`src/core/dsl_cfg.svh`:
```
`ifndef DSL_CFG_SVH
`define DSL_CFG_SVH

// Initial sector of the first group in each column, rewritable media
`define DSL_RW_INFO_OL  21'h0f3965
`define DSL_RW_INFO_OG  21'h102792
`define DSL_RW_INFO_IL  21'h102650
`define DSL_RW_INFO_IG  21'h11147d
`define DSL_RW_DEF_OL   21'h0f397c
`define DSL_RW_DEF_OG   21'h1027a9
`define DSL_RW_DEF_IL   21'h102667
`define DSL_RW_DEF_IG   21'h111494

// Initial sector of the first group in each column, write-once media
`define DSL_WO_INFO_OL  21'h107977
`define DSL_WO_INFO_OG  21'h116d19
`define DSL_WO_INFO_IL  21'h116bf3
`define DSL_WO_INFO_IG  21'h125f95
`define DSL_WO_DEF_OL   21'h10798c
`define DSL_WO_DEF_OG   21'h116d2e
`define DSL_WO_DEF_IL   21'h116c08
`define DSL_WO_DEF_IG   21'h125faa

// Layout and sector constants
`define DSL_GROUPS      4'h5
`define DSL_ZONE_SPAN   21'h000014
`define DSL_TOP_SLOT    2'h3
`define DSL_LBA_OFFSET  24'h7a1200
`define DSL_RECORD_LEN  14'h2000
`define DSL_CNT_MAX     14'h3fff

`endif

```
`src/core/dsl_pkg.sv`:
```
package dsl_pkg;
	typedef enum logic [2:0] {
		DSL_IDLE,
		DSL_ISSUE,
		DSL_WAIT,
		DSL_NEXT,
		DSL_DONE
	} dsl_state_t;
endpackage

```
`src/core/dsl_locator.sv`:
```
`timescale 1ns/1ps
`include "dsl_cfg.svh"
module dsl_locator #(
	parameter int          NGROUP = 10,
	parameter logic [13:0] REC_LEN = `DSL_RECORD_LEN
) (
	input  wire logic        core_clk,
	input  wire logic        srst,
	input  wire logic        write_once_media,
	input  wire logic        scan_start,
	input  wire logic        scan_area,
	output logic             scan_busy,
	output logic             scan_done,
	output logic             scan_error,
	output logic             rd_req,
	output logic [20:0]      rd_pba,
	output logic [23:0]      rd_lba,
	input  wire logic        rd_done,
	input  wire logic        rd_written,
	input  wire logic        rd_err,
	input  wire logic        rd_byte_valid,
	input  wire logic [23:0] rd_lba_seen,
	input  wire logic [3:0]  sel_group,
	output logic [20:0]      sel_pba,
	output logic             sel_valid,
	input  wire logic        wr_req,
	input  wire logic [20:0] wr_pba,
	input  wire logic        format_active,
	input  wire logic        disk_formatted,
	output logic             wr_allow,
	output logic             wr_no_remap,
	output logic             def_rewrite_due
);
	// Base of one column of groups for the given media, area, copy and track type
	function automatic logic [20:0] dsl_base(input logic wo, input logic defn,
			input logic inner, input logic groove);
		logic [3:0] key;
		key = {wo, defn, inner, groove};
		case (key)
			4'h0: dsl_base = `DSL_RW_INFO_OL;
			4'h1: dsl_base = `DSL_RW_INFO_OG;
			4'h2: dsl_base = `DSL_RW_INFO_IL;
			4'h3: dsl_base = `DSL_RW_INFO_IG;
			4'h4: dsl_base = `DSL_RW_DEF_OL;
			4'h5: dsl_base = `DSL_RW_DEF_OG;
			4'h6: dsl_base = `DSL_RW_DEF_IL;
			4'h7: dsl_base = `DSL_RW_DEF_IG;
			4'h8: dsl_base = `DSL_WO_INFO_OL;
			4'h9: dsl_base = `DSL_WO_INFO_OG;
			4'ha: dsl_base = `DSL_WO_INFO_IL;
			4'hb: dsl_base = `DSL_WO_INFO_IG;
			4'hc: dsl_base = `DSL_WO_DEF_OL;
			4'hd: dsl_base = `DSL_WO_DEF_OG;
			4'he: dsl_base = `DSL_WO_DEF_IL;
			default: dsl_base = `DSL_WO_DEF_IG;
		endcase
	endfunction

	// Address lies in any of the four columns of an area
	function automatic logic dsl_in_area(input logic [20:0] a, input logic wo,
			input logic defn);
		logic hit;
		logic [20:0] b;
		hit = 1'b0;
		for (int k = 0; k < 4; k++) begin
			b = dsl_base(wo, defn, k[1], k[0]);
			if (a >= b && a < b + `DSL_ZONE_SPAN) begin
				hit = 1'b1;
			end
		end
		dsl_in_area = hit;
	endfunction

	dsl_pkg::dsl_state_t state;
	dsl_pkg::dsl_state_t next_state;
	logic [3:0]  grp;
	logic [1:0]  slot;
	logic        copy;
	logic        area;
	logic [13:0] byte_cnt;
	logic        fmt_d;
	logic        mem_we;
	logic [21:0] mem_wdata;
	logic [21:0] mem_rdata;

	// Group split: first five land, next five groove
	wire        grp_groove = (grp >= `DSL_GROUPS);
	wire [3:0]  grp_col    = grp_groove ? grp - `DSL_GROUPS : grp;
	wire [20:0] probe_pba  = dsl_base(write_once_media, area, copy, grp_groove)
		+ {15'h0000, grp_col, 2'h0} + {19'h00000, slot};
	// A slot counts only when written, readable, carrying the right address and a full record
	wire        rec_full   = (byte_cnt == REC_LEN);
	wire        lba_ok     = (rd_lba_seen == rd_lba);
	wire        slot_hit   = rd_written && !rd_err && lba_ok && rec_full;
	wire        done_ev    = (state == dsl_pkg::DSL_WAIT) && rd_done;
	wire        last_try   = (slot == 2'h0) && copy;
	wire        last_grp   = (grp == 4'(NGROUP - 1));

	// Scan state machine: slots probed from highest down, outer copy before inner
	always_comb begin
		next_state = state;
		case (state)
			dsl_pkg::DSL_IDLE: begin
				if (scan_start) begin
					next_state = dsl_pkg::DSL_ISSUE;
				end
			end
			dsl_pkg::DSL_ISSUE: next_state = dsl_pkg::DSL_WAIT;
			dsl_pkg::DSL_WAIT: begin
				if (rd_done) begin
					next_state = dsl_pkg::DSL_NEXT;
				end
			end
			dsl_pkg::DSL_NEXT: begin
				if (mem_we && last_grp) begin
					next_state = dsl_pkg::DSL_DONE;
				end else begin
					next_state = dsl_pkg::DSL_ISSUE;
				end
			end
			default: next_state = dsl_pkg::DSL_IDLE;
		endcase
	end

	logic hit_q;
	logic fail_q;

	// Capture outcome of the finished probe for the NEXT step
	always_ff @(posedge core_clk) begin
		if (srst) begin
			hit_q  <= 1'b0;
			fail_q <= 1'b0;
		end else if (done_ev) begin
			hit_q  <= slot_hit;
			fail_q <= !slot_hit && last_try;
		end
	end

	// Result written once per group: hit stores address, exhaustion stores invalid
	assign mem_we    = (state == dsl_pkg::DSL_NEXT) && (hit_q || fail_q);
	assign mem_wdata = {hit_q, rd_pba};

	// Position walk through groups, copies and slots
	always_ff @(posedge core_clk) begin
		if (srst) begin
			state <= dsl_pkg::DSL_IDLE;
			grp   <= 4'h0;
			slot  <= `DSL_TOP_SLOT;
			copy  <= 1'b0;
			area  <= 1'b0;
		end else begin
			state <= next_state;
			if (state == dsl_pkg::DSL_IDLE && scan_start) begin
				grp  <= 4'h0;
				slot <= `DSL_TOP_SLOT;
				copy <= 1'b0;
				area <= scan_area;
			end else if (state == dsl_pkg::DSL_NEXT) begin
				if (mem_we) begin
					grp  <= grp + 4'h1;
					slot <= `DSL_TOP_SLOT;
					copy <= 1'b0;
				end else if (slot != 2'h0) begin
					slot <= slot - 2'h1;
				end else begin
					slot <= `DSL_TOP_SLOT;
					copy <= 1'b1;
				end
			end
		end
	end

	// Read request toward the channel; fixed address, never remapped
	always_ff @(posedge core_clk) begin
		if (srst) begin
			rd_req <= 1'b0;
			rd_pba <= 21'h000000;
			rd_lba <= 24'h000000;
		end else if (state == dsl_pkg::DSL_ISSUE) begin
			rd_req <= 1'b1;
			rd_pba <= probe_pba;
			rd_lba <= 24'(probe_pba) + `DSL_LBA_OFFSET;
		end else if (done_ev) begin
			rd_req <= 1'b0;
		end
	end

	// Payload byte counter; saturates so an overlong record never wraps to a match
	always_ff @(posedge core_clk) begin
		if (srst || state == dsl_pkg::DSL_ISSUE) begin
			byte_cnt <= 14'h0000;
		end else if (state == dsl_pkg::DSL_WAIT && rd_byte_valid
				&& byte_cnt != `DSL_CNT_MAX) begin
			byte_cnt <= byte_cnt + 14'h0001;
		end
	end

	// Scan status; error is sticky until the next scan starts
	always_ff @(posedge core_clk) begin
		if (srst) begin
			scan_done  <= 1'b0;
			scan_error <= 1'b0;
		end else begin
			scan_done <= (state == dsl_pkg::DSL_DONE);
			if (mem_we && fail_q) begin
				scan_error <= 1'b1;
			end else if (state == dsl_pkg::DSL_IDLE && scan_start) begin
				scan_error <= 1'b0;
			end
		end
	end

	assign scan_busy = (state != dsl_pkg::DSL_IDLE);

	dsl_sel_mem #(
		.WIDTH(22),
		.DEPTH(NGROUP),
		.AW   (4)
	) u_sel_mem (
		.core_clk(core_clk),
		.srst    (srst),
		.we      (mem_we),
		.waddr   (grp),
		.wdata   (mem_wdata),
		.raddr   (sel_group),
		.rdata   (mem_rdata)
	);

	assign sel_pba   = mem_rdata[20:0];
	assign sel_valid = mem_rdata[21];

	// Write gate: info zones never, definition zones only in their format window
	wire wr_in_info = dsl_in_area(wr_pba, write_once_media, 1'b0);
	wire wr_in_def  = dsl_in_area(wr_pba, write_once_media, 1'b1);
	wire def_block  = write_once_media ? disk_formatted : !format_active;
	assign wr_allow    = wr_req && !wr_in_info && !(wr_in_def && def_block);
	assign wr_no_remap = wr_in_info || wr_in_def;

	// Rewrite reminder raised on format start of rewritable media; a new start beats a same-cycle clear
	always_ff @(posedge core_clk) begin
		if (srst) begin
			fmt_d           <= 1'b0;
			def_rewrite_due <= 1'b0;
		end else begin
			fmt_d <= format_active;
			if (format_active && !fmt_d && !write_once_media) begin
				def_rewrite_due <= 1'b1;
			end else if (wr_allow && wr_in_def) begin
				def_rewrite_due <= 1'b0;
			end
		end
	end
endmodule // dsl_locator

```
`src/core/dsl_sel_mem.sv`:
```
`timescale 1ns/1ps
module dsl_sel_mem #(
	parameter int WIDTH = 22,
	parameter int DEPTH = 10,
	parameter int AW    = 4
) (
	input  wire logic             core_clk,
	input  wire logic             srst,
	input  wire logic             we,
	input  wire logic [AW-1:0]    waddr,
	input  wire logic [WIDTH-1:0] wdata,
	input  wire logic [AW-1:0]    raddr,
	output logic      [WIDTH-1:0] rdata
);
	logic [WIDTH-1:0] mem [DEPTH];

	// Entries clear on reset so an unscanned group reads as not valid
	always_ff @(posedge core_clk) begin
		if (srst) begin
			for (int i = 0; i < DEPTH; i++) begin
				mem[i] <= '0;
			end
		end else if (we) begin
			mem[waddr] <= wdata;
		end
	end

	// Registered read; out-of-range index reads zero
	always_ff @(posedge core_clk) begin
		if (srst) begin
			rdata <= '0;
		end else if (int'(raddr) < DEPTH) begin
			rdata <= mem[raddr];
		end else begin
			rdata <= '0;
		end
	end
endmodule // dsl_sel_mem

```
`config.mk`:
```
export PLATFORM = sky130hd
export DESIGN_NAME = dsl_locator
export DESIGN_NICKNAME = d
export VERILOG_FILES = /design/src/core/dsl_pkg.sv /design/src/core/dsl_locator.sv /design/src/core/dsl_sel_mem.sv
export VERILOG_INCLUDE_DIRS = /design/src /design/src/core
export SDC_FILE = /design/constraint.sdc
export NUM_CORES = 1
export LEC_CHECK = 0
export BUFFER_PORTS_ARGS = -buffer_cell sky130_fd_sc_hd__buf_4
export CAP_MARGIN = 20
export CORE_MARGIN = 4
export CORE_UTILIZATION = 40
export CTS_BUF_LIST = sky130_fd_sc_hd__clkbuf_2 sky130_fd_sc_hd__clkbuf_4 sky130_fd_sc_hd__clkbuf_8
export CTS_CLUSTER_SIZE = 20
export DETAILED_ROUTE_END_ITERATION = 8
export GPL_TIMING_DRIVEN = 0
export SYNTH_ARGS = -nofsm -noshare
export SYNTH_HDL_FRONTEND = slang
export SYNTH_SLANG_ARGS = --single-unit
```
`constraint.sdc`:
```
create_clock -name core_clk -period 12.1 [get_ports core_clk]
set_input_delay 1.21 -clock core_clk [delete_from_list [all_inputs] [get_ports core_clk]]
set_output_delay 1.21 -clock core_clk [all_outputs]
set_load 0.02 [all_outputs]
```
==> results.md <==
- CP max FO: 22
- CP endpoint kind: output pin
- First-pass GRT wire length: 65020 µm
- Total grt overflow: 0
- Total CTS buffers: 50
- Clock root cell: clkbuf_8
- Warnings from Yosys: 0
- RePlAce Congestion: 0.8912
- DR iter-0 viols: 925
- Share of flip-flops with an asynchronous set or reset: 0%
- Synth Instances: 1379
- Most common cell after layout, fill and taps aside: nor2_1
- WS Path Type: in2out
- Starting density of the core: 40.47%
- Detailed placement HPWL: 30610 µm
- CP arrival: 4.93 ns
- CP Data Required Time: 10.89 ns
- Number of hold buffers added after cts: 0
- Final period utilization: 50.76%
- Grt met2 use: 33.49%
- Worst reg-to-reg setup slack: 6.34 ns
- Cell Pwr Density: 133.9 nW/µm²
- Post-Route WL: 42280 µm
- Min-delay worst type: reg2reg
- Vias in the first global route: 11444
- Least-Margin Pin Slew: 1.095 ns
- Fillers: 3484
- Final setup fails: 0
- GRT Total Usage: 20.14%
- Post-CTS Setup Inserts: 0
- Primary FF master, synth: edfxtp_1
- Placeable Area: 37580 µm²
- DR WL/cell: 19.95 µm
- Pre-CTS WS: 6.000 ns
- Worst Hold Launch: scan_error
- Most frequent cells in the layout: nor2_1, edfxtp_1, buf_4
- Resize count post-CTS: 0
- Status: finished clean
- Max-Cap Viols: 0
- Placement Rows: 71
- Die ar.: 41200 µm²
- Clk_lat worst skew: 0.60 ns
- Clock tree buffer depth: 3
- Startpoint Class: input pin
- WHS Path Cells: 2
- IO Pins: 135
- DRT antenna net count: 0
- Syn Nets: 1496
- Worst R2R Path Depth: 26
- Crit Reg-Reg Endpoint: rd_lba[15]
- Setup Skew: 0.02310 ns
- Drt pass-1 iters: 6
- Achievable Freq: 0.1628 GHz
- ANT cells: 0
- Share of layout cells above drive strength 1: 18.35%
- Hold slack: 0.4902 ns
- Drt drc: 0
- Final max-slew violation count: 0
- Largest net degree at the start of global routing: 23
- Netlist cell types: 75
- Slew HR: 26.34%
- CTS Sinks: 297
- H-tree depth: 2
- Mapped Avg Cell Area: 11.03 µm²
- # port buffers: 129
- Via Count: 11346
- Endpoint of the worst hold path: scan_error
- Post-synthesis sequential area ratio: 52.92%
- Die Width: 203.0 µm
- TNS Setup: 0 ns
- Die H: 203.0 µm
- Reg clk slew, reported paths: 0.06 ns
- TritonCTS clock tree: built
- RSZ-0062 raised after global routing: false
- Via density per instance: 5.354
- Post-Syn Area: 15210 µm²
- Crit path launch: write_once_media
- Worst setup margin: 5.958 ns
- Pwr Total: 0.002405 W
- Nets: 1685
- Leakage power: 7.057 nW
- Final hold violations: 0
- Busiest grt layer: met2
- Fin crit period: 6.142 ns
- Reg2reg start: grp[1]
- Worst vdd rail ir drop: 0.07340 mV
- Met1 Track Usage GR: 27.11%
- Area Growth Syn to Fin: 18.14%
- Seq cells post-synth: 297
- Met3 GRT Util: 3.386%
- Initial antenna violation count: 0
- EDFF count, synth: 210
worst max path at each step:
stage / end / slack, ns / cells after the start
5_1_grt: wr_allow / 5.77 / 14
6_report: wr_allow / 5.96 / 13
3_3_place_gp: wr_allow / 5.99 / 13
3_5_place_dp: wr_allow / 6.00 / 13
2_1_floorplan: wr_allow / 6.96 / 12
4_1_cts: wr_allow / 5.97 / 13
power by group:
part | leakage [nW] | switching [W] | total [W] | internal (W)
clock network | 0.522 | 0.000415 | 0.000891 | 0.000477
logic | 3.66 | 0.000201 | 0.000342 | 0.000141
registers | 2.88 | 0.0000406 | 0.00117 | 0.00113
total | 7.06 | 0.000656 | 0.00241 | 0.00175
synthesized netlist by cell type (4+ instances only):
library cell,n,share of area [%]
mux4_2,43,6.4
nand3b_1,4,0.20
o2111ai_1,4,0.23
nand2b_1,17,0.70
nand2_1,95,2.3
o21a_1,8,0.39
a21o_1,11,0.54
o31ai_1,6,0.30
clkbuf_1,70,1.7
a211oi_1,18,0.89
ha_1,55,4.5
and3_1,66,2.7
nand4_1,13,0.53
or2_2,8,0.33
nor2_1,224,5.5
a311oi_1,4,0.23
nand3_1,25,0.82
o21ai_0,29,0.95
dfxtp_1,87,11
or3_1,13,0.53
xnor2_1,30,1.7
buf_4,14,0.69
o22a_1,21,1.2
o211ai_1,4,0.20
mux2i_1,48,3.2
xor2_1,14,0.81
buf_1,7,0.17
edfxtp_1,210,41
nor4_1,9,0.37
nor3_1,25,0.82
nor2b_1,13,0.53
a21oi_1,55,1.8
a31oi_1,8,0.33
inv_1,52,1.3
o21bai_1,8,0.39
worst max-delay path, stage by stage:
cell and delay (ns):
buf_4 0.19, buf_4 0.20, inv_1 0.71, ha_1 0.37, clkbuf_1 0.22, a2111oi_0 0.58
o31ai_1 0.18, a41oi_1 0.26, o21ai_0 0.15, nand3_1 0.12, and3_1 0.18, a21boi_0 0.34
buf_4 0.21
kinds of logic (layout without fill, tap and decap cells):
| family | after synthesis | count (layout) | share of synthesized area, % |
|---|---|---|---|
| flops | 297 | 297 | 52.92 |
| fa+ha+maj | 56 | 56 | 4.657 |
| xor+xnor | 44 | 44 | 2.534 |
| buf+inv | 145 | 374 | 3.949 |
| simple gates | 539 | 539 | 17.00 |
| compound gates | 207 | 207 | 9.413 |
| mux | 91 | 91 | 9.528 |
metrics by stage:
stage | util [%] | area [µm²] | instances
global placement | 44.75 | 16810 | 2019
finish | 47.81 | 17970 | 2119
floorplan | - | 15210 | 1379
detailed placement | 45.10 | 16950 | 2025
global route | 47.81 | 17970 | 2119
CTS | 47.72 | 17930 | 2117
flip-flops by register name, indices dropped and copies added, names as in the netlist:
| register | count |
|---|---|
| u_sel_mem.mem | 210 |
| scan_error | 1 |
| rd_pba | 20 |
| byte_cnt | 14 |
| fmt_d | 1 |
| rd_lba | 14 |
| slot | 2 |
| u_sel_mem.rdata | 21 |
| copy | 1 |
| grp | 4 |
| scan_done | 1 |
| hit_q | 1 |
| rd_req | 1 |
| area | 1 |
| fail_q | 1 |
| state | 3 |
| def_rewrite_due | 1 |
layout make-up:
| type | count | area (µm²) | area share (%) |
|---|---|---|---|
| flip-flops and latches | 297 | 8048 | 44.79 |
| multi-input cells | 937 | 6563 | 36.53 |
| repair buffers | 137 | 1129 | 6.282 |
| clock buffers | 70 | 844.6 | 4.701 |
| well taps | 511 | 639.4 | 3.559 |
| plain buffers | 92 | 399.1 | 2.222 |
| inverters | 53 | 201.4 | 1.121 |
| clock inverters | 22 | 142.6 | 0.7939 |
routing by layer:
| layer | part of all wire [%] | wire (µm) |
|---|---|---|
| met5 | 0 | 0 |
| met2 | 48 | 20210 |
| met4 | 2.8 | 1199 |
| met1 | 43 | 18180 |
| met3 | 6.4 | 2686 |
No activity file was read; power rests on OpenSTA's default activity.
